### config.mk
export PLATFORM = sky130hd
export DESIGN_NAME = nspc_ctrl
export DESIGN_NICKNAME = d
export VERILOG_FILES = /design/src/hdl/nspc_pkg.sv /design/src/hdl/nspc_prot_tbl.sv /design/src/hdl/nspc_ctrl.sv
export SDC_FILE = /design/constraint.sdc
export NUM_CORES = 1
export LEC_CHECK = 0
export ABC_CLOCK_PERIOD_IN_PS = 38800
export BUFFER_PORTS_ARGS = -buffer_cell sky130_fd_sc_hd__buf_2
export CORE_ASPECT_RATIO = 0.5
export CORE_MARGIN = 2
export CORE_UTILIZATION = 66
export CTS_BUF_LIST = sky130_fd_sc_hd__clkbuf_8
export CTS_CLUSTER_SIZE = 25
export DETAILED_ROUTE_END_ITERATION = 6
export PLACE_DENSITY = 0.88
export SYNTH_ARGS = -nofsm -noshare
export SYNTH_HDL_FRONTEND = slang
export SYNTH_SLANG_ARGS = --single-unit
export TNS_END_PERCENT = 1
### constraint.sdc
create_clock -name clk -period 38.8 [get_ports clk]
set_clock_uncertainty 0.1 [all_clocks]
set_input_delay 7.76 -clock clk [delete_from_list [all_inputs] [get_ports clk]]
set_output_delay 7.76 -clock clk [all_outputs]
set_load 0.02 [all_outputs]
### src/hdl/nspc_pkg.sv
// Constants, types and address decode for the self-programming controller.
// Assumes a 20-bit byte address space and an 8-bit register port.
package nspc_pkg;
  localparam logic [19:0] REG_KEY = 20'h0_3D80;
  localparam logic [19:0] REG_ADDR_L = 20'h0_3D82;
  localparam logic [19:0] REG_ADDR_M = 20'h0_3D83;
  localparam logic [19:0] REG_ADDR_H = 20'h0_3D84;
  localparam logic [19:0] REG_LEN = 20'h0_3D85;
  localparam logic [19:0] REG_PTR_L = 20'h0_3D86;
  localparam logic [19:0] REG_PTR_M = 20'h0_3D87;
  localparam logic [19:0] REG_STAT = 20'h0_3D88;
  localparam logic [19:0] REG_RES = 20'h0_3D89;
  localparam logic [7:0] KEY_VAL = 8'h4B;
  localparam logic [7:0] REG_RST = 8'h00;
  localparam logic [19:0] CODE0_LO = 20'h0_4000;
  localparam logic [19:0] CODE0_HI = 20'h0_40FF;
  localparam logic [19:0] CODE1_LO = 20'h0_4900;
  localparam logic [19:0] CODE1_HI = 20'h1_3FFF;
  localparam logic [19:0] DATA_LO = 20'h0_4100;
  localparam logic [19:0] DATA_HI = 20'h0_48FF;
  localparam logic [19:0] RSV_LO = 20'h6_F000;
  localparam logic [19:0] RSV_HI = 20'h6_FBFF;
  localparam logic [19:0] E_WCODE = 20'h6_F205;
  localparam logic [19:0] E_WDATA = 20'h6_F20A;
  localparam logic [19:0] E_PROT = 20'h6_F210;
  localparam logic [19:0] E_KSET = 20'h6_F215;
  localparam logic [19:0] E_KCHK = 20'h6_F21A;
  localparam logic [19:0] E_BYTE = 20'h6_F220;
  localparam logic [19:0] E_BSUSP = 20'h6_F225;
  localparam logic [19:0] E_WSUSP = 20'h6_F22A;
  localparam logic [6:0] MAX_BYTES = 7'h40;
  localparam logic [7:0] MAX_LEN = 8'h3F;
  localparam logic [1:0] CODE_CYC = 2'h1;
  localparam logic [1:0] DATA_CYC = 2'h2;
  localparam int CLK_NS = 8;
  localparam int TMO_US = 100;
  localparam int TMO_CYC = TMO_US * 1000 / CLK_NS;
  localparam logic [7:0] RES_OK = 8'h00;
  localparam logic [7:0] RES_PARAM = 8'h01;
  localparam logic [7:0] RES_PROT = 8'h02;
  localparam logic [7:0] RES_SEC = 8'h03;
  localparam logic [7:0] RES_KEY = 8'h04;
  localparam logic [7:0] RES_TMO = 8'h05;
  localparam logic [7:0] RES_DBL = 8'h06;
  localparam logic [7:0] RES_ENTRY = 8'h07;
  localparam logic [7:0] RES_FULL = 8'h08;

  typedef enum logic [2:0] {
    ST_IDLE = 3'b000,
    ST_RD = 3'b001,
    ST_WAIT = 3'b010,
    ST_PROG = 3'b011,
    ST_DONE = 3'b100
  } nspc_state_t;

  function automatic logic in_code(input logic [19:0] a);
    in_code = (a >= CODE0_LO && a <= CODE0_HI) || (a >= CODE1_LO && a <= CODE1_HI);
  endfunction

  function automatic logic in_data(input logic [19:0] a);
    in_data = a >= DATA_LO && a <= DATA_HI;
  endfunction

  function automatic logic in_rsv(input logic [19:0] a);
    in_rsv = a >= RSV_LO && a <= RSV_HI;
  endfunction
endpackage

### src/hdl/nspc_prot_tbl.sv
// Table of up to three write-protected ranges with an overlap check.
// Assumes the owner adds ranges by a one-cycle pulse; nothing ever removes one.
`timescale 1ns/100ps
module nspc_prot_tbl (
  input wire logic clk,
  input wire logic rst,
  input wire logic add_en,
  input wire logic [19:0] add_start,
  input wire logic [15:0] add_size,
  input wire logic [19:0] chk_lo,
  input wire logic [20:0] chk_hi,
  output logic hit,
  output logic full
);
  import nspc_pkg::*;
  logic [20:0] start_ff [3];
  logic [20:0] end_ff [3];
  logic [2:0] used_ff;

  // First free slot takes the range; no clear path exists on purpose
  always_ff @(posedge clk or posedge rst) begin
    if (rst) begin
      used_ff <= 3'h0;
      for (int i = 0; i < 3; i++) begin
        start_ff[i] <= 21'h00_0000;
        end_ff[i] <= 21'h00_0000;
      end
    end else if (add_en) begin
      if (!used_ff[0]) begin
        used_ff[0] <= 1'b1;
        start_ff[0] <= {1'b0, add_start};
        end_ff[0] <= {1'b0, add_start} + {5'h00, add_size} - 21'h00_0001;
      end else if (!used_ff[1]) begin
        used_ff[1] <= 1'b1;
        start_ff[1] <= {1'b0, add_start};
        end_ff[1] <= {1'b0, add_start} + {5'h00, add_size} - 21'h00_0001;
      end else if (!used_ff[2]) begin
        used_ff[2] <= 1'b1;
        start_ff[2] <= {1'b0, add_start};
        end_ff[2] <= {1'b0, add_start} + {5'h00, add_size} - 21'h00_0001;
      end
    end
  end

  always_comb begin
    hit = 1'b0;
    for (int i = 0; i < 3; i++) begin
      if (used_ff[i] && {1'b0, chk_lo} <= end_ff[i] && start_ff[i] <= chk_hi) begin
        hit = 1'b1;
      end
    end
  end

  assign full = &used_ff;
endmodule

### src/hdl/nspc_ctrl.sv
// Self-programming controller: register file, read timing, library call gating,
// byte programming engine, protection and key security.
// Assumes CPU, RAM and memory macro share clk; RAM answers a read next cycle.
//
// Contract
// [RULE1] Code area reads in one cycle, writable
// [RULE2] Data area reads in two cycles, writable
// [RULE3] Library area reads one cycle, never written
// [RULE4] Byte units, at most sixty-four per operation
// [RULE5] Up to three protected ranges, start plus size
// [RULE6] Protected range refuses writes, never released
// [RULE7] Security blocks all reads and programming; 128-bit key (library area reads are still answered)
// [RULE8] Stored key cannot be replaced later
// [RULE9] Programming enabled only while key register holds 4B
// [RULE10] Library call without 4B raises NMI
// [RULE11] Interrupt suspends library, resumes afterwards
// [RULE12] Nested library call flags double activation
// [RULE13] Software loads target address registers
// [RULE14] Software loads byte count minus one
// [RULE15] Software loads RAM source pointer
// [RULE16] Code write entry programs two to sixty-four bytes
// [RULE17] Data multi-byte write entry
// [RULE18] Data single-byte write entry
// [RULE19] Protection set entry
// [RULE20] Key set and key check entries
// [RULE21] Timed byte and word data writes
// [RULE22] Result code left in data register zero
// [RULE23] Parameters latched at call time
// [RULE24] Refused write leaves memory, returns nonzero code
`timescale 1ns/100ps
module nspc_ctrl #(
  parameter int TMO_CYCLES = nspc_pkg::TMO_CYC
) (
  input wire logic clk,
  input wire logic rst,
  input wire logic [19:0] reg_addr,
  input wire logic [7:0] reg_wdata,
  input wire logic reg_we,
  input wire logic reg_re,
  output logic [7:0] reg_rdata,
  input wire logic rd_req,
  input wire logic [19:0] rd_addr,
  output logic rd_ack,
  output logic rd_deny,
  input wire logic lib_call,
  input wire logic [19:0] lib_entry,
  input wire logic [127:0] lib_key,
  input wire logic irq_active,
  output logic nmi,
  output logic dbl_err,
  output logic lib_done,
  output logic [7:0] data_register_zero,
  output logic busy,
  output logic ram_re,
  output logic [15:0] ram_addr,
  input wire logic [7:0] ram_rdata,
  output logic nvm_we,
  output logic [19:0] nvm_addr,
  output logic [7:0] nvm_wdata,
  input wire logic nvm_done
);
  import nspc_pkg::*;

  logic [7:0] rewrite_enable_key_ff, addr_l_ff, addr_m_ff, addr_h_ff, len_ff, ptr_l_ff, ptr_m_ff;
  logic [127:0] key_ff;
  logic key_set_ff, secure_ff, lift_ff, dbl_sticky_ff;
  logic [1:0] rd_cnt_ff;
  nspc_state_t state_ff;
  logic [6:0] cnt_ff;
  logic timed_ff;
  logic [13:0] tmo_ff;
  logic [7:0] res_ff;
  logic [19:0] tgt;
  logic [6:0] len;
  logic [20:0] last;
  logic key_ok, blocked, prot_hit, prot_full;
  logic call_start, call_timed, call_prot, call_kset, call_klift, wr_kind, region_ok;
  logic [6:0] call_n;
  logic [7:0] call_res;

  assign tgt = {addr_h_ff[3:0], addr_m_ff, addr_l_ff};
  assign key_ok = rewrite_enable_key_ff == KEY_VAL;
  assign blocked = secure_ff && !lift_ff;

  // Register writes; the status write only clears the sticky error
  always_ff @(posedge clk or posedge rst) begin
    if (rst) begin
      rewrite_enable_key_ff <= REG_RST;
      addr_l_ff <= REG_RST;
      addr_m_ff <= REG_RST;
      addr_h_ff <= REG_RST;
      len_ff <= REG_RST;
      ptr_l_ff <= REG_RST;
      ptr_m_ff <= REG_RST;
    end else if (reg_we) begin
      case (reg_addr)
        REG_KEY: rewrite_enable_key_ff <= reg_wdata;
        REG_ADDR_L: addr_l_ff <= reg_wdata;
        REG_ADDR_M: addr_m_ff <= reg_wdata;
        REG_ADDR_H: addr_h_ff <= reg_wdata;
        REG_LEN: len_ff <= reg_wdata;
        REG_PTR_L: ptr_l_ff <= reg_wdata;
        REG_PTR_M: ptr_m_ff <= reg_wdata;
        default: ;
      endcase
    end
  end

  // Unmapped addresses read as zero
  always_ff @(posedge clk or posedge rst) begin
    if (rst) begin
      reg_rdata <= 8'h00;
    end else if (reg_re) begin
      case (reg_addr)
        REG_KEY: reg_rdata <= rewrite_enable_key_ff;
        REG_ADDR_L: reg_rdata <= addr_l_ff;
        REG_ADDR_M: reg_rdata <= addr_m_ff;
        REG_ADDR_H: reg_rdata <= addr_h_ff;
        REG_LEN: reg_rdata <= len_ff;
        REG_PTR_L: reg_rdata <= ptr_l_ff;
        REG_PTR_M: reg_rdata <= ptr_m_ff;
        REG_STAT: reg_rdata <= {busy, blocked, key_set_ff, dbl_sticky_ff, prot_full, 3'h0};
        REG_RES: reg_rdata <= data_register_zero;
        default: reg_rdata <= 8'h00;
      endcase
    end else begin
      reg_rdata <= 8'h00;
    end
  end

  // Read access timing; requests during a pending read are dropped
  // Count holds the cycles still owed, so the ack lands in the last one
  always_ff @(posedge clk or posedge rst) begin
    if (rst) begin
      rd_cnt_ff <= 2'h0;
      rd_ack <= 1'b0;
      rd_deny <= 1'b0;
    end else begin
      rd_ack <= 1'b0;
      rd_deny <= 1'b0;
      if (rd_cnt_ff != 2'h0) begin
        rd_cnt_ff <= rd_cnt_ff - 2'h1;
        rd_ack <= rd_cnt_ff == 2'h1;
      end else if (rd_req) begin
        if (in_rsv(rd_addr)) begin
          rd_cnt_ff <= CODE_CYC - 2'h1; // RULE3
          rd_ack <= CODE_CYC == 2'h1;
        end else if (blocked) begin
          rd_deny <= 1'b1; // RULE7
        end else if (in_code(rd_addr)) begin
          rd_cnt_ff <= CODE_CYC - 2'h1; // RULE1
          rd_ack <= CODE_CYC == 2'h1;
        end else if (in_data(rd_addr)) begin
          rd_cnt_ff <= DATA_CYC - 2'h1; // RULE2
          rd_ack <= DATA_CYC == 2'h1;
        end else begin
          rd_deny <= 1'b1;
        end
      end
    end
  end

  // Call decode from the live registers, so parameters are those at call time
  always_comb begin
    len = {1'b0, len_ff[5:0]} + 7'h01;
    call_n = len;
    call_timed = 1'b0;
    wr_kind = 1'b0;
    region_ok = 1'b0;
    call_prot = 1'b0;
    call_kset = 1'b0;
    call_klift = 1'b0;
    call_res = RES_OK;
    case (lib_entry)
      E_WCODE: begin
        wr_kind = 1'b1;
        region_ok = len >= 7'h02 && len_ff <= MAX_LEN; // RULE16 RULE4
      end
      E_WDATA: begin
        wr_kind = 1'b1;
        region_ok = len_ff <= MAX_LEN; // RULE17
      end
      E_BYTE: begin
        wr_kind = 1'b1;
        call_n = 7'h01; // RULE18
        region_ok = 1'b1;
      end
      E_BSUSP, E_WSUSP: begin
        wr_kind = 1'b1;
        call_timed = 1'b1; // RULE21
        call_n = (lib_entry == E_WSUSP) ? 7'h02 : 7'h01;
        region_ok = 1'b1;
      end
      default: ;
    endcase
    last = {1'b0, tgt} + {14'h0000, call_n} - 21'h00_0001;
    if (lib_entry == E_WCODE) begin
      region_ok = region_ok && !last[20] && in_code(tgt) && in_code(last[19:0])
        && !(tgt < DATA_LO && last[19:0] > DATA_HI);
    end else if (wr_kind) begin
      region_ok = region_ok && !last[20] && in_data(tgt) && in_data(last[19:0]);
    end
    if (wr_kind) begin
      if (blocked) begin
        call_res = RES_SEC; // RULE7
      end else if (!region_ok) begin
        call_res = RES_PARAM; // RULE24 RULE3
      end else if (prot_hit) begin
        call_res = RES_PROT; // RULE6 RULE24
      end
    end else if (lib_entry == E_PROT) begin
      if (blocked) begin
        call_res = RES_SEC;
      end else if (prot_full) begin
        call_res = RES_FULL;
      end else if ({ptr_m_ff, ptr_l_ff} == 16'h0000) begin
        call_res = RES_PARAM;
      end else begin
        call_prot = 1'b1; // RULE19 RULE5
      end
    end else if (lib_entry == E_KSET) begin
      if (key_set_ff && lib_key != key_ff) begin
        call_res = RES_KEY; // RULE8
      end else begin
        call_kset = 1'b1; // RULE20
      end
    end else if (lib_entry == E_KCHK) begin
      if (key_set_ff && lib_key == key_ff) begin
        call_klift = 1'b1; // RULE20
      end else begin
        call_res = RES_KEY;
      end
    end else begin
      call_res = RES_ENTRY;
    end
    call_start = wr_kind && call_res == RES_OK;
  end

  nspc_prot_tbl u_prot (
    .clk(clk),
    .rst(rst),
    .add_en(lib_call && key_ok && !busy && call_prot),
    .add_start(tgt),
    .add_size({ptr_m_ff, ptr_l_ff}),
    .chk_lo(tgt),
    .chk_hi(last),
    .hit(prot_hit),
    .full(prot_full)
  );

  // Security state; once set, the key is only rewritten with its own value
  always_ff @(posedge clk or posedge rst) begin
    if (rst) begin
      key_ff <= 128'h0;
      key_set_ff <= 1'b0;
      secure_ff <= 1'b0;
      lift_ff <= 1'b0;
    end else if (lib_call && key_ok && !busy) begin
      if (call_kset) begin
        key_ff <= lib_key; // RULE8
        key_set_ff <= 1'b1;
        secure_ff <= 1'b1;
        lift_ff <= 1'b0;
      end
      if (call_klift) begin
        lift_ff <= 1'b1; // Lasts until reset or a new key set
      end
    end
  end

  // Call gating: missing key gives NMI, nested call gives double activation
  always_ff @(posedge clk or posedge rst) begin
    if (rst) begin
      nmi <= 1'b0;
      dbl_err <= 1'b0;
      dbl_sticky_ff <= 1'b0;
    end else begin
      nmi <= lib_call && !key_ok; // RULE10
      dbl_err <= lib_call && key_ok && busy; // RULE12
      if (lib_call && key_ok && busy) begin
        dbl_sticky_ff <= 1'b1; // Set wins over the clear below
      end else if (reg_we && reg_addr == REG_STAT && reg_wdata[4]) begin
        dbl_sticky_ff <= 1'b0;
      end
    end
  end

  // Programming engine; while an interrupt is serviced it finishes the current byte, then holds in ST_RD
  always_ff @(posedge clk or posedge rst) begin
    if (rst) begin
      state_ff <= ST_IDLE;
      cnt_ff <= 7'h00;
      timed_ff <= 1'b0;
      tmo_ff <= 14'h0000;
      res_ff <= RES_OK;
      busy <= 1'b0;
      ram_re <= 1'b0;
      ram_addr <= 16'h0000;
      nvm_we <= 1'b0;
      nvm_addr <= 20'h0_0000;
      nvm_wdata <= 8'h00;
      lib_done <= 1'b0;
      data_register_zero <= 8'h00;
    end else begin
      ram_re <= 1'b0;
      nvm_we <= 1'b0;
      lib_done <= 1'b0;
      if (timed_ff && !irq_active && state_ff != ST_IDLE && state_ff != ST_DONE) begin
        tmo_ff <= tmo_ff + 14'h0001;
      end
      case (state_ff)
        ST_IDLE: begin
          if (lib_call && key_ok) begin
            busy <= 1'b1;
            res_ff <= call_res;
            tmo_ff <= 14'h0000;
            if (call_start) begin
              cnt_ff <= call_n; // RULE23
              timed_ff <= call_timed;
              nvm_addr <= tgt; // RULE13
              ram_addr <= {ptr_m_ff, ptr_l_ff}; // RULE15
              state_ff <= ST_RD;
            end else begin
              state_ff <= ST_DONE;
            end
          end
        end
        ST_RD: begin
          if (timed_ff && tmo_ff >= 14'(TMO_CYCLES)) begin
            res_ff <= RES_TMO; // RULE21
            state_ff <= ST_DONE;
          end else if (!irq_active && key_ok) begin
            ram_re <= 1'b1; // RULE11 RULE9
            state_ff <= ST_WAIT;
          end
        end
        ST_WAIT: begin
          // RAM data stands only in the cycle after ram_re
          if (!ram_re) begin
            nvm_wdata <= ram_rdata;
            nvm_we <= 1'b1; // RULE4
            state_ff <= ST_PROG;
          end
        end
        ST_PROG: begin
          if (timed_ff && tmo_ff >= 14'(TMO_CYCLES)) begin
            res_ff <= RES_TMO;
            state_ff <= ST_DONE;
          end else if (nvm_done) begin
            cnt_ff <= cnt_ff - 7'h01;
            if (cnt_ff == 7'h01) begin
              state_ff <= ST_DONE;
            end else begin
              nvm_addr <= nvm_addr + 20'h0_0001;
              ram_addr <= ram_addr + 16'h0001;
              state_ff <= ST_RD;
            end
          end
        end
        ST_DONE: begin
          data_register_zero <= res_ff; // RULE22
          lib_done <= 1'b1;
          busy <= 1'b0;
          timed_ff <= 1'b0;
          state_ff <= ST_IDLE;
        end
        default: state_ff <= ST_IDLE;
      endcase
    end
  end

  // Checks beside the logic
  chk_code_read_one: assert property (@(posedge clk) disable iff (rst) // RULE1
    rd_req && rd_cnt_ff == 2'h0 && !blocked && in_code(rd_addr) |=> rd_ack)
    else $error("code read not acknowledged in one cycle");
  chk_data_read_two: assert property (@(posedge clk) disable iff (rst) // RULE2
    rd_req && rd_cnt_ff == 2'h0 && !blocked && in_data(rd_addr) |=> !rd_ack ##1 rd_ack)
    else $error("data read not acknowledged in two cycles");
  chk_rsv_no_write: assert property (@(posedge clk) disable iff (rst) // RULE3
    nvm_we |-> !in_rsv(nvm_addr) && (in_code(nvm_addr) || in_data(nvm_addr)))
    else $error("write outside writable areas");
  chk_byte_count_max: assert property (@(posedge clk) disable iff (rst) // RULE4
    state_ff != ST_IDLE |-> cnt_ff <= MAX_BYTES)
    else $error("byte count above limit");
  chk_prot_refused: assert property (@(posedge clk) disable iff (rst) // RULE6
    lib_call && key_ok && !busy && call_res == RES_PROT |-> ##2 lib_done && data_register_zero == RES_PROT
      ##0 $past(!nvm_we) && !nvm_we)
    else $error("protected write not refused");
  chk_secure_read: assert property (@(posedge clk) disable iff (rst) // RULE7
    rd_req && rd_cnt_ff == 2'h0 && blocked && !in_rsv(rd_addr) |=> rd_deny && !rd_ack)
    else $error("secured read not denied");
  chk_key_fixed: assert property (@(posedge clk) disable iff (rst) // RULE8
    key_set_ff |=> key_set_ff && $stable(key_ff))
    else $error("stored key changed");
  chk_enable_gate: assert property (@(posedge clk) disable iff (rst) // RULE9
    nvm_we |-> $past(rewrite_enable_key_ff, 3) == KEY_VAL)
    else $error("programming without enable value");
  chk_nmi_no_key: assert property (@(posedge clk) disable iff (rst) // RULE10
    lib_call && !key_ok |=> nmi && !dbl_err ##1 !lib_done)
    else $error("missing NMI on gated call");
  chk_suspend_hold: assert property (@(posedge clk) disable iff (rst) // RULE11
    irq_active && state_ff == ST_RD |=> !ram_re)
    else $error("engine ran during interrupt");
  chk_double_call: assert property (@(posedge clk) disable iff (rst) // RULE12
    lib_call && key_ok && busy |=> dbl_err && dbl_sticky_ff)
    else $error("double activation not flagged");
  chk_result_reg: assert property (@(posedge clk) disable iff (rst) // RULE22
    state_ff == ST_DONE |=> lib_done && data_register_zero == $past(res_ff))
    else $error("result code not returned");

  cov_code_write: cover property (@(posedge clk) disable iff (rst)
    lib_call && key_ok && call_start && lib_entry == E_WCODE ##[1:600] lib_done && data_register_zero == RES_OK);
  cov_nmi: cover property (@(posedge clk) disable iff (rst) nmi);
  cov_double: cover property (@(posedge clk) disable iff (rst) irq_active && busy ##1 dbl_err);
  cov_timeout: cover property (@(posedge clk) disable iff (rst) lib_done && data_register_zero == RES_TMO);
endmodule

After elaboration in Yosys (flattened, before gate mapping)
Index checks and enable logic that the tools add are counted.
- bits in registers: 416
- output and inout port bits: 68
- word-level logic and storage cells: 311
- add/sub/neg operators: 10
- magnitude comparators: 31
- equality and inequality tests: 37
- mux-type cells: 102
- bitwise logic cells: 4
- reductions and logical operators: 88
- operators with widths (cell ; count):
    20-bit by 14-bit == test with 1-bit output, second input constant ; 9
    20-bit by 15-bit >= comparator with 1-bit output, second input constant ; 9
    20-bit by 19-bit == test with 1-bit output, second input constant ; 8
    128-bit == test ; 1
    128-bit inequality test ; 1
    20-bit by 21-bit <= comparator with 1-bit output ; 6
    20-bit by 15-bit <= comparator with 1-bit output, second input constant ; 6
    20-bit 2-to-1 mux ; 5
    16-bit 2-to-1 mux ; 5
    8-bit one-hot mux with 9 select lines ; 1
    20-bit by 17-bit <= comparator with 1-bit output, second input constant ; 3
    8-bit 2-to-1 mux ; 7
    1-bit 2-to-1 mux ; 46
    14-bit 2-to-1 mux ; 3
    21-bit by 1-bit subtractor with 21-bit output, second input constant ; 2
    1-bit logical AND ; 40
    20-bit one-hot mux with 2 select lines ; 1
    16-bit one-hot mux with 2 select lines ; 1
    3-bit 2-to-1 mux ; 10
    7-bit 2-to-1 mux ; 4
    7-bit one-hot mux with 2 select lines ; 2
    2-bit AND reduction ; 13
    20-bit by 16-bit adder with 21-bit output ; 1
    20-bit by 7-bit adder with 21-bit output ; 1
    other kinds (45) ; 87

Logic depth before layout (Yosys ltp)
Gate-level depths: netlist of run 1.
- word-level depth: 19
- mapped depth: 32
- depth with buffers taken out: 29

By module
From an unflattened synthesis of run 1, not the netlist that was laid out.
- cells, all modules: 2588
- area, all modules: 25076.6 sq um
- by module, submodules not included (module ; times used ; cells an instance ; area each (sq um) ; seq. area each (sq um)):
    nspc_ctrl ; 1 ; 1541 ; 16213.0 ; 7056.8
    nspc_prot_tbl ; 1 ; 1047 ; 8863.5 ; 3153.0

Worst setup path after synthesis of run 1
Ideal clock, no wire load.
- path kind: input port to flip-flop
- start point: input port lib_entry[7]
- end point: register nvm_addr[15]
- library setup time: 0.127 ns
- data arrival time: 13.382 ns
- data required time: 38.573 ns
- setup slack: 25.191 ns
- cell stages on the path: 28
- buffers on the path: 1
- path through: or4b_1 > or3_1 > inv_1 > and3_1 > a2bb2oi_1 > ha_1 > inv_1 > ha_1 > fa_1 > a211oi_1 > o21ai_0 > a21bo_2 > nor4_2 > nor3_4 > ha_1 > nand2_1 > nor4_1 > o31ai_1 > o211ai_1 > or2_2 > a31oi_1 > o21bai_1 > a31oi_1 > o31ai_1 > a31oi_1 > buf_2 > a21oi_1 > o22ai_1
- cells in the longest elaborated chain, start to end: 18
- elaborated cells between the ends (all ways): 59
- RTL lines (what ; RTL line ; text):
    start: declaration ; nspc_ctrl.sv:46 ; input wire logic [19:0] lib_entry,
    20-bit by 19-bit == test with 1-bit output, on equally long branches ; nspc_ctrl.sv:174, nspc_ctrl.sv:191 ;
    2-bit 2-to-1 mux / 2-bit OR reduction (equally long branches) ; nspc_ctrl.sv:191, nspc_ctrl.sv:174 ;
    7-bit one-hot mux with 2 select lines ; nspc_ctrl.sv:174 ; case (lib_entry)
    20-bit by 7-bit adder with 21-bit output ; nspc_ctrl.sv:196 ; last = {1'b0, tgt} + {14'h0000, call_n} - 21'h00_0001;
    21-bit by 1-bit subtractor with 21-bit output ; nspc_ctrl.sv:196 ;
    20-bit by 21-bit <= comparator with 1-bit output (tied with other cells) ; nspc_prot_tbl.sv:48 ; if (used_ff[i] && {1'b0, chk_lo} <= end_ff[i] && start_ff[i] <= chk_hi) begin
    1-bit logical AND, on equally long branches ; -- ;
    1-bit 2-to-1 mux (tied with other cells) (3 in series) ; nspc_prot_tbl.sv:48 ;
    2-bit 2-to-1 mux / 1-bit 2-to-1 mux (equally long branches) ; nspc_ctrl.sv:208, nspc_ctrl.sv:197 ;
    2-bit 2-to-1 mux ; nspc_ctrl.sv:206 ; end else if (!region_ok) begin
    2-bit 2-to-1 mux ; nspc_ctrl.sv:204 ; if (blocked) begin
    8-bit 2-to-1 mux ; nspc_ctrl.sv:203 ; if (wr_kind) begin
    8-bit logical NOT ; nspc_ctrl.sv:236 ; call_start = wr_kind && call_res == RES_OK;
    1-bit logical AND * ; nspc_ctrl.sv:236 ;
    2-bit inequality test (no source line) * ; -- ;
    6-bit AND reduction (no source line) * ; -- ;
    end signal: assignment ; nspc_ctrl.sv:320 ; nvm_addr <= tgt;
    end signal: assignment ; nspc_ctrl.sv:354 ; nvm_addr <= nvm_addr + 20'h0_0001;
    end: declaration ; nspc_ctrl.sv:58 ; output logic [19:0] nvm_addr,
Every way passes the cells marked *; elsewhere a longest branch is shown, timed or not.
A chain may end at the register's enable or synchronous reset.

Final worst setup path of run 1
- start point: input port lib_entry[16]
- end point: register ram_addr[3]
- cells in the longest elaborated chain, start to end: 18
- elaborated cells between the ends (all ways): 59
- RTL lines (what ; RTL line ; text):
    20-bit by 19-bit == test with 1-bit output, on equally long branches ; nspc_ctrl.sv:174, nspc_ctrl.sv:191 ;
    2-bit 2-to-1 mux / 2-bit OR reduction (equally long branches) ; nspc_ctrl.sv:191, nspc_ctrl.sv:174 ;
    7-bit one-hot mux with 2 select lines ; nspc_ctrl.sv:174 ;
    20-bit by 7-bit adder with 21-bit output ; nspc_ctrl.sv:196 ;
    21-bit by 1-bit subtractor with 21-bit output ; nspc_ctrl.sv:196 ;
    20-bit by 21-bit <= comparator with 1-bit output (tied with other cells) ; nspc_prot_tbl.sv:48 ;
    1-bit logical AND, on equally long branches ; -- ;
    1-bit 2-to-1 mux (tied with other cells) (3 in series) ; nspc_prot_tbl.sv:48 ;
    2-bit 2-to-1 mux / 1-bit 2-to-1 mux (equally long branches) ; nspc_ctrl.sv:208, nspc_ctrl.sv:197 ;
    2-bit 2-to-1 mux ; nspc_ctrl.sv:206 ;
    2-bit 2-to-1 mux ; nspc_ctrl.sv:204 ;
    8-bit 2-to-1 mux ; nspc_ctrl.sv:203 ;
    8-bit logical NOT ; nspc_ctrl.sv:236 ;
    1-bit logical AND * ; nspc_ctrl.sv:236 ;
    2-bit inequality test (no source line) * ; -- ;
    6-bit AND reduction (no source line) * ; -- ;
    end signal: assignment ; nspc_ctrl.sv:321 ; ram_addr <= {ptr_m_ff, ptr_l_ff};
    end signal: assignment ; nspc_ctrl.sv:355 ; ram_addr <= ram_addr + 16'h0001;
    end: declaration ; nspc_ctrl.sv:55 ; output logic [15:0] ram_addr,
Marked as above.

==> flow_metrics.tcl, run 1 <==
set metrics [dict create \
    start_kind "input port" \
    hp-class "flip-flop to flip-flop" \
    drc 0 \
    crit_top_cell "ha_1" \
    setup_viol 0 \
    syn_to_final_growth_pct 11.86 \
    clk-insertion-delay-late_ps 690 \
    ys_types 93 \
    ys_seq_area_frac 0.4103 \
    cts_tree "yes" \
    hold_buffers 0 \
    arrival_ps 15890 \
    dp.cells 3270 \
    syn_area_um2 24880 \
    cts_root_buffer "clkbuf_8" \
    max_freq_mhz 64.84 \
    hp-start "u_prot.end_ff[2]$_DFFE_PP0P_" \
    via_count 21720 \
    cap_violations 0 \
    grt_setup_unrepaired "no" \
    r2r_slack_ps 31150 \
    cts.path.max_buffers 3 \
    cts_buffers 57 \
    die_area_um2 39360 \
    crit_required_ps 39270 \
    r2r-start "len_ff[1]$_DFFE_PP0P_" \
    endpoint_kind "flip-flop" \
    post_cts_buffers 0 \
    worstSetupPathType "input port to flip-flop" \
    rows 50 \
    crit_path_max_incr_delay_ps 980 \
    worst_slew_pin_slew_ps 1316 \
    r2r_end "ram_addr[3]$_DFFE_PP0P_" \
    post-route-util 0.7465 \
    grt_pass1_wl_um 119400 \
    power.density_nw_per_um2 29.73 \
    synthFlopType "dfrtp_1" \
    die_h_um 141.3 \
    fin_crit_sh 0.3975 \
    slew_headroom 0.1209 \
    ir_drop_v 0.00003310 \
    slew_viol_final 0 \
    grt.total_usage 0.3896 \
    min_path_cells 2 \
    hold_viol 0 \
    tns_ps 0 \
    wire_per_inst_um 22.71 \
    final_cells 3367 \
    synth-seq-cells 408 \
    final_antenna_net_count 0 \
    drt_iter0_drc 2150 \
    place.gp.congestion 1.026 \
    hold_end "u_prot.end_ff[2]$_DFFE_PP0P_" \
    viasPerCell 6.449 \
    ys.warnings.count 0 \
    grt_antenna_before_repair 7 \
    synth_edf_count 0 \
    grt_max_degree 125 \
    syn_avg_cell_area_um2 9.697 \
    initial_core_util 0.6673 \
    syn-instance-count 2566 \
    drive_above_1_share 0.2155 \
    cts_resized 0 \
    cp_max_fo 47 \
    core_um2 37290 \
    firstDrtPassIters 6 \
    finalCriticalPeriod_ps 15420 \
    clkSinkCount 408 \
    crit_slowest_cell "a31o_2" \
    path_buf_inv 2 \
    fillCellCount 2537 \
    wl_um 76480 \
    clk_pin_slew_ps 70 \
    ios 280 \
    path_depth 27 \
    synthArstFlopShare 1.000 \
    hpwlAfterDp_um 54370 \
    grt-ovfl-total 0 \
    htree_levels 2 \
    die_w_um 278.6 \
    worstRegToRegCells 25 \
    grt_pass1_vias 21740 \
    p_leak_uw 0.01350 \
    crit_family "compound AO/OA/AOI/OAI gates" \
    nNetsFinal 3246 \
    outcome "complete, no violations" \
    io_buffers 275 \
]
## Yosys cell counts, types with 13 or more instances
master	instances	area, um2
inv_1	209	784.5
o22ai_1	13	81.33
or3_1	21	131.4
o21ai_0	200	1001
nand2b_1	21	131.4
nand3_1	68	340.3
o21ai_1	24	120.1
nor4_1	33	206.5
a21o_1	34	255.2
ha_1	197	2465
nand4_1	75	469.2
a22o_1	14	122.6
a22oi_1	18	135.1
a21oi_1	132	660.6
a31oi_1	29	181.4
o211ai_1	15	112.6
xor2_1	20	175.2
nor2b_1	19	118.9
xnor2_1	141	1235
dfrtp_1	408	10210
nor3_1	37	185.2
nand2_1	241	904.6
and3_1	13	81.33
clkbuf_1	67	251.5
mux2_2	198	2230
nor2_1	96	360.4
## worst reg2reg max path: stages (launching register included)
cell	delay (ps)
dfrtp_1	510
inv_1	90
ha_1	310
a2bb2oi_1	360
ha_1	180
inv_1	40
ha_1	220
fa_1	440
a211oi_1	490
o21ai_1	200
o2111a_1	240
o2111a_1	270
a211oi_2	360
ha_1	200
nand3_1	100
nor4_1	350
o31ai_1	140
o211ai_1	150
or2_2	150
a31oi_1	80
o21bai_1	160
a31oi_1	120
o31ai_1	940
a31o_2	990
a21oi_1	200
a21oi_2	160
## cell usage in the layout (no fill, tap or decap), drive strengths merged, types with 8 or more instances in the layout
| master | Yosys | final |
|---|---|---|
| a211oi | 8 | 8 |
| xor2 | 20 | 20 |
| dfrtp | 408 | 408 |
| nand3 | 68 | 68 |
| o22ai | 13 | 13 |
| nor3 | 39 | 39 |
| nand2b | 21 | 21 |
| a21oi | 142 | 142 |
| o21ai | 225 | 225 |
| or4 | 9 | 9 |
| o221ai | 8 | 8 |
| and2 | 10 | 10 |
| o21a | 9 | 9 |
| buf | 22 | 296 |
| a22oi | 18 | 18 |
| nor4 | 34 | 34 |
| a31oi | 30 | 30 |
| clkbuf | 67 | 70 |
| mux2 | 198 | 198 |
| nand4 | 76 | 76 |
| nand2 | 241 | 241 |
| a21o | 34 | 34 |
| nor2 | 97 | 97 |
| inv | 209 | 223 |
| o211ai | 15 | 15 |
| a22o | 14 | 14 |
| xnor2 | 141 | 141 |
| and3 | 13 | 13 |
| ha | 197 | 197 |
| a221oi | 11 | 11 |
| nor2b | 19 | 19 |
| o31ai | 11 | 11 |
| or3 | 21 | 21 |
| nor3b | 9 | 9 |
## where the power goes
group	switching, uW	internal, uW	total (uW)	leakage (uW)
clock network	179	170	349	0.000629
registers	4.39	429	433	0.00561
logic	27.0	18.1	45.1	0.00727
## worst max path at each step
stage                  start                  endpoint  slack (ps)
2_1_floorplan            rst  addr_h_ff[0]$_DFFE_PP0P_       19590
3_3_place_gp   lib_entry[16]   ram_addr[0]$_DFFE_PP0P_       23180
3_5_place_dp   lib_entry[16]   nvm_addr[0]$_DFFE_PP0P_       22980
4_1_cts        lib_entry[16]   nvm_addr[7]$_DFFE_PP0P_       23650
5_1_grt        lib_entry[16]   nvm_addr[0]$_DFFE_PP0P_       22750
6_report       lib_entry[16]   ram_addr[3]$_DFFE_PP0P_       23380
## layer usage
metal / GRT usage / up-vias / part of all wire
li1: - / 9730 / -
met1: 0.4815 / 10520 / 0.38
met2: 0.6347 / 1169 / 0.46
met3: 0.08991 / 300 / 0.096
met4: 0.2312 / 0 / 0.066
met5: 0 / - / 0
## cell type report
cell class                      count  area (um2)  share of cell area
Sequential cell                   408       10210              0.3668
Clock buffer                       70       963.4             0.03461
Tap cell                          494       618.1             0.02221
Clock inverter                     22       157.7            0.005664
Multi-Input combinational cell   1863       13550              0.4867
Timing Repair Buffer              296        1534             0.05511
Inverter                          209       792.0             0.02846
Antenna cell                        5       12.51           0.0004495
## stage by stage
| step | total power [uW] | instance area (um2) | setup WS (ps) | hold slack (ps) |
|---|---|---|---|---|
| floorplan | 463.7 | 24890 | 19590 | 333.8 |
| global placement | 482.9 | 26700 | 23180 | 361.5 |
| detailed placement | 485.1 | 26700 | 22980 | 370.2 |
| CTS | 828.2 | 27820 | 23650 | 384.8 |
| global route | 852.1 | 27830 | 22750 | 396.9 |
| finish | 827.5 | 27830 | 23380 | 384.6 |
## state kept, by name, indices dropped and copies added, names as in the netlist, 4 cells and up
register	cells
addr_h_ff	8
addr_l_ff	8
addr_m_ff	8
cnt_ff	7
data_register_zero	4
key_ff	128
len_ff	8
nvm_addr	20
nvm_wdata	8
ptr_l_ff	8
ptr_m_ff	8
ram_addr	16
reg_rdata	8
res_ff	4
rewrite_enable_key_ff	8
tmo_ff	14
u_prot.end_ff	63
u_prot.start_ff	60
## cells by family (layout without fill, tap and decap cells)
logic type / after synthesis / after routing / share of synthesized area
xor gates and xnor gates: 162 / 162 / 0.05758
AOI/OAI and AO/OA: 598 / 598 / 0.1505
and+or+nand+nor: 696 / 696 / 0.1419
other: 1 / 9 / 0.0001507
adders and majority gates: 199 / 199 / 0.1007
buffers and inverters: 298 / 597 / 0.04692
muxes: 204 / 204 / 0.09202
DFF: 408 / 408 / 0.4103
No activity file was read; power rests on OpenSTA's default activity.
==> run 2: changes to the inputs <==
--- a/config.mk
+++ b/config.mk
@@ -5,15 +5,15 @@
 export SDC_FILE = /design/constraint.sdc
 export NUM_CORES = 1
 export LEC_CHECK = 0
-export ABC_CLOCK_PERIOD_IN_PS = 38800
+export ABC_CLOCK_PERIOD_IN_PS = 14700
 export BUFFER_PORTS_ARGS = -buffer_cell sky130_fd_sc_hd__buf_2
 export CORE_ASPECT_RATIO = 0.5
 export CORE_MARGIN = 2
-export CORE_UTILIZATION = 66
+export CORE_UTILIZATION = 61
 export CTS_BUF_LIST = sky130_fd_sc_hd__clkbuf_8
 export CTS_CLUSTER_SIZE = 25
 export DETAILED_ROUTE_END_ITERATION = 6
-export PLACE_DENSITY = 0.88
+export PLACE_DENSITY = 0.83
 export SYNTH_ARGS = -nofsm -noshare
 export SYNTH_HDL_FRONTEND = slang
 export SYNTH_SLANG_ARGS = --single-unit
==> constraint.sdc (replaced) <==
create_clock -name clk -period 14.7 [get_ports clk]
set_clock_uncertainty 0.1 [all_clocks]
set_input_delay 2.94 -clock clk [delete_from_list [all_inputs] [get_ports clk]]
set_output_delay 2.94 -clock clk [all_outputs]
set_load 0.02 [all_outputs]
==> run 2 against run 1 <==
Critical path depth rose by 1. Wire length is 3.4% lower. Combinational power rose to 2.6 times the previous value. Final area increased by 0.20%. Critical endpoint is now ram_addr[0]$_DFFE_PP0P_. Non-clock buffer count fell by 3. Critical path type unchanged. Sequential power grew to 2.6 times the previous value. Clock-buffer cell count is 1 higher. Via count fell by 1.8%. Sequential share of layout area shrank 0.072 points. First-iteration DRC count down 12%. Setup slack worse by 20000 ps.
==> flow_metrics.tcl, run 2 (same netlist as run 1, synthesis figures left out) <==
set metrics [dict create \
    outcome "complete, no violations" \
    core_um2 40340 \
    layout_common_cells "dfrtp_1, buf_2, nand2_1, inv_1, o21ai_0" \
    crit_slowest_cell "o31ai_1" \
    largest_register_ffs 128 \
    post-route-util 0.6913 \
    drive_above_1_share 0.2147 \
    cts.path.max_buffers 3 \
    fin_crit_sh 0.7379 \
    tns_ps 0 \
    final_cells 3420 \
    die_h_um 146.8 \
    regMostFlops "key_ff" \
    crit_top_cell "ha_1" \
    wl_um 73850 \
    htree_levels 2 \
    hold_viol 0 \
    grt_pass1_wl_um 115600 \
    grt-ovfl-total 0 \
    switching_share 0.2544 \
    grt_max_degree 137 \
    endpoint_kind "flip-flop" \
    start_kind "input port" \
    crit_required_ps 15180 \
    p_clk_frac 0.419 \
    dpl-instance-area_um2 26730 \
    cts_tree "yes" \
    rows 52 \
    hpwlAfterDp_um 53850 \
    cp_max_fo 47 \
    firstDrtPassIters 6 \
    post_cts_buffers 0 \
    die_area_um2 42520 \
    setup_viol 0 \
    ios 280 \
    p_leak_uw 0.01352 \
    dp.cells 3313 \
    place.gp.congestion 1.011 \
    final_area_um2 27890 \
    grt_setup_unrepaired "no" \
    ir_drop_v 0.00007454 \
    slew_headroom 0.1114 \
    cts_root_buffer "clkbuf_8" \
    clkSinkCount 408 \
    io_buffers 275 \
    die_w_um 289.6 \
    grt.total_usage 0.3497 \
    initial_core_util 0.6168 \
    grt_pass1_vias 20970 \
    grt_antenna_before_repair 13 \
    final_antenna_net_count 0 \
    hold_ws_ps 376.7 \
    viasPerCell 6.237 \
    internal-power_uw 1620 \
    finalCriticalPeriod_ps 10850 \
    hold_buffers 0 \
    clk-insertion-delay-late_ps 680 \
    max_freq_mhz 92.19 \
    wire_per_inst_um 21.59 \
    cap_violations 0 \
    power.density_nw_per_um2 77.92 \
    cts_buffers 58 \
    cts_resized 0 \
    syn_to_final_growth_pct 12.08 \
    top_regs "key_ff: 128 flops, u_prot.end_ff: 63 flops, u_prot.start_ff: 60 flops" \
    path_buf_inv 3 \
    drc 0 \
    switchingPower_uw 552.9 \
    via_count 21330 \
    hp-class "flip-flop to flip-flop" \
    arrival_ps 11330 \
    nNetsFinal 3244 \
    crit_path_max_incr_delay_ps 1100 \
    fillCellCount 3073 \
    worst_slew_pin_slew_ps 1322 \
    clk_pin_slew_ps 60 \
    worstSetupPathType "input port to flip-flop" \
    drt_iter0_drc 1896 \
    final_common_cell "dfrtp_1" \
    p_comb_frac 0.054 \
    crit_family "compound AO/OA/AOI/OAI gates" \
    slew_viol_final 0 \
    pwr-share-seq 0.526 \
]
-- run 2: power by group through the flow --
stage               registers [uW]  clock network (uW)  logic [uW]
floorplan                     1160                   0        60.4
global placement              1160                   0         112
detailed placement            1160                   0         117
CTS                           1140                 920         119
global route                  1140                 970         132
finish                        1140                 911         118
-- run 2: area by class of cell --
type	instances	area (um2)	share of cell area
inverter	209	792.0	0.02840
timing repair buffer	293	1511	0.05420
sequential	408	10210	0.3661
clock inverter	30	161.4	0.005788
tap	540	675.6	0.02423
antenna	6	15.01	0.0005384
clock buffer	71	977.2	0.03504
multi-input combinational	1863	13550	0.4857
-- run 2: worst paths after layout --
kind / end / startpoint / slack [ps] / cells after the start
max: ram_addr[0]$_DFFE_PP0P_ / lib_entry[7] / 3850 / 28
max reg2reg: ram_addr[0]$_DFFE_PP0P_ / len_ff[0]$_DFFE_PP0P_ / 6690 / 24
min: u_prot.end_ff[17]$_DFFE_PP0P_ / u_prot.end_ff[17]$_DFFE_PP0P_ / 380 / 2
max in group asynchronous: u_prot.start_ff[46]$_DFFE_PP0P_ / rst / 10490 / 3
min in group asynchronous: ptr_l_ff[3]$_DFFE_PP0P_ / rst / 2390 / 2
min reg2reg: u_prot.end_ff[17]$_DFFE_PP0P_ / u_prot.end_ff[17]$_DFFE_PP0P_ / 380 / 2
-- run 2: per-stage QoR --
stage	setup WS [ps]	total power, uW
3_3_place_gp	3875	1276
5_1_grt	3613	2247
3_5_place_dp	3577	1282
6_report	3853	2173
2_1_floorplan	308.8	1224
4_1_cts	4273	2182
-- run 2: tightest hold or removal path: stages, from the launching register on --
cell	delay [ps]
dfrtp_1	340
nand2_1	50
o21ai_0	60
-- run 2: routing by layer --
layer  routed length [um]  GRT usage
met4                 3438     0.1485
met3                 7048    0.09348
met5                   80          0
met1                29110     0.4488
met2                34180     0.5621
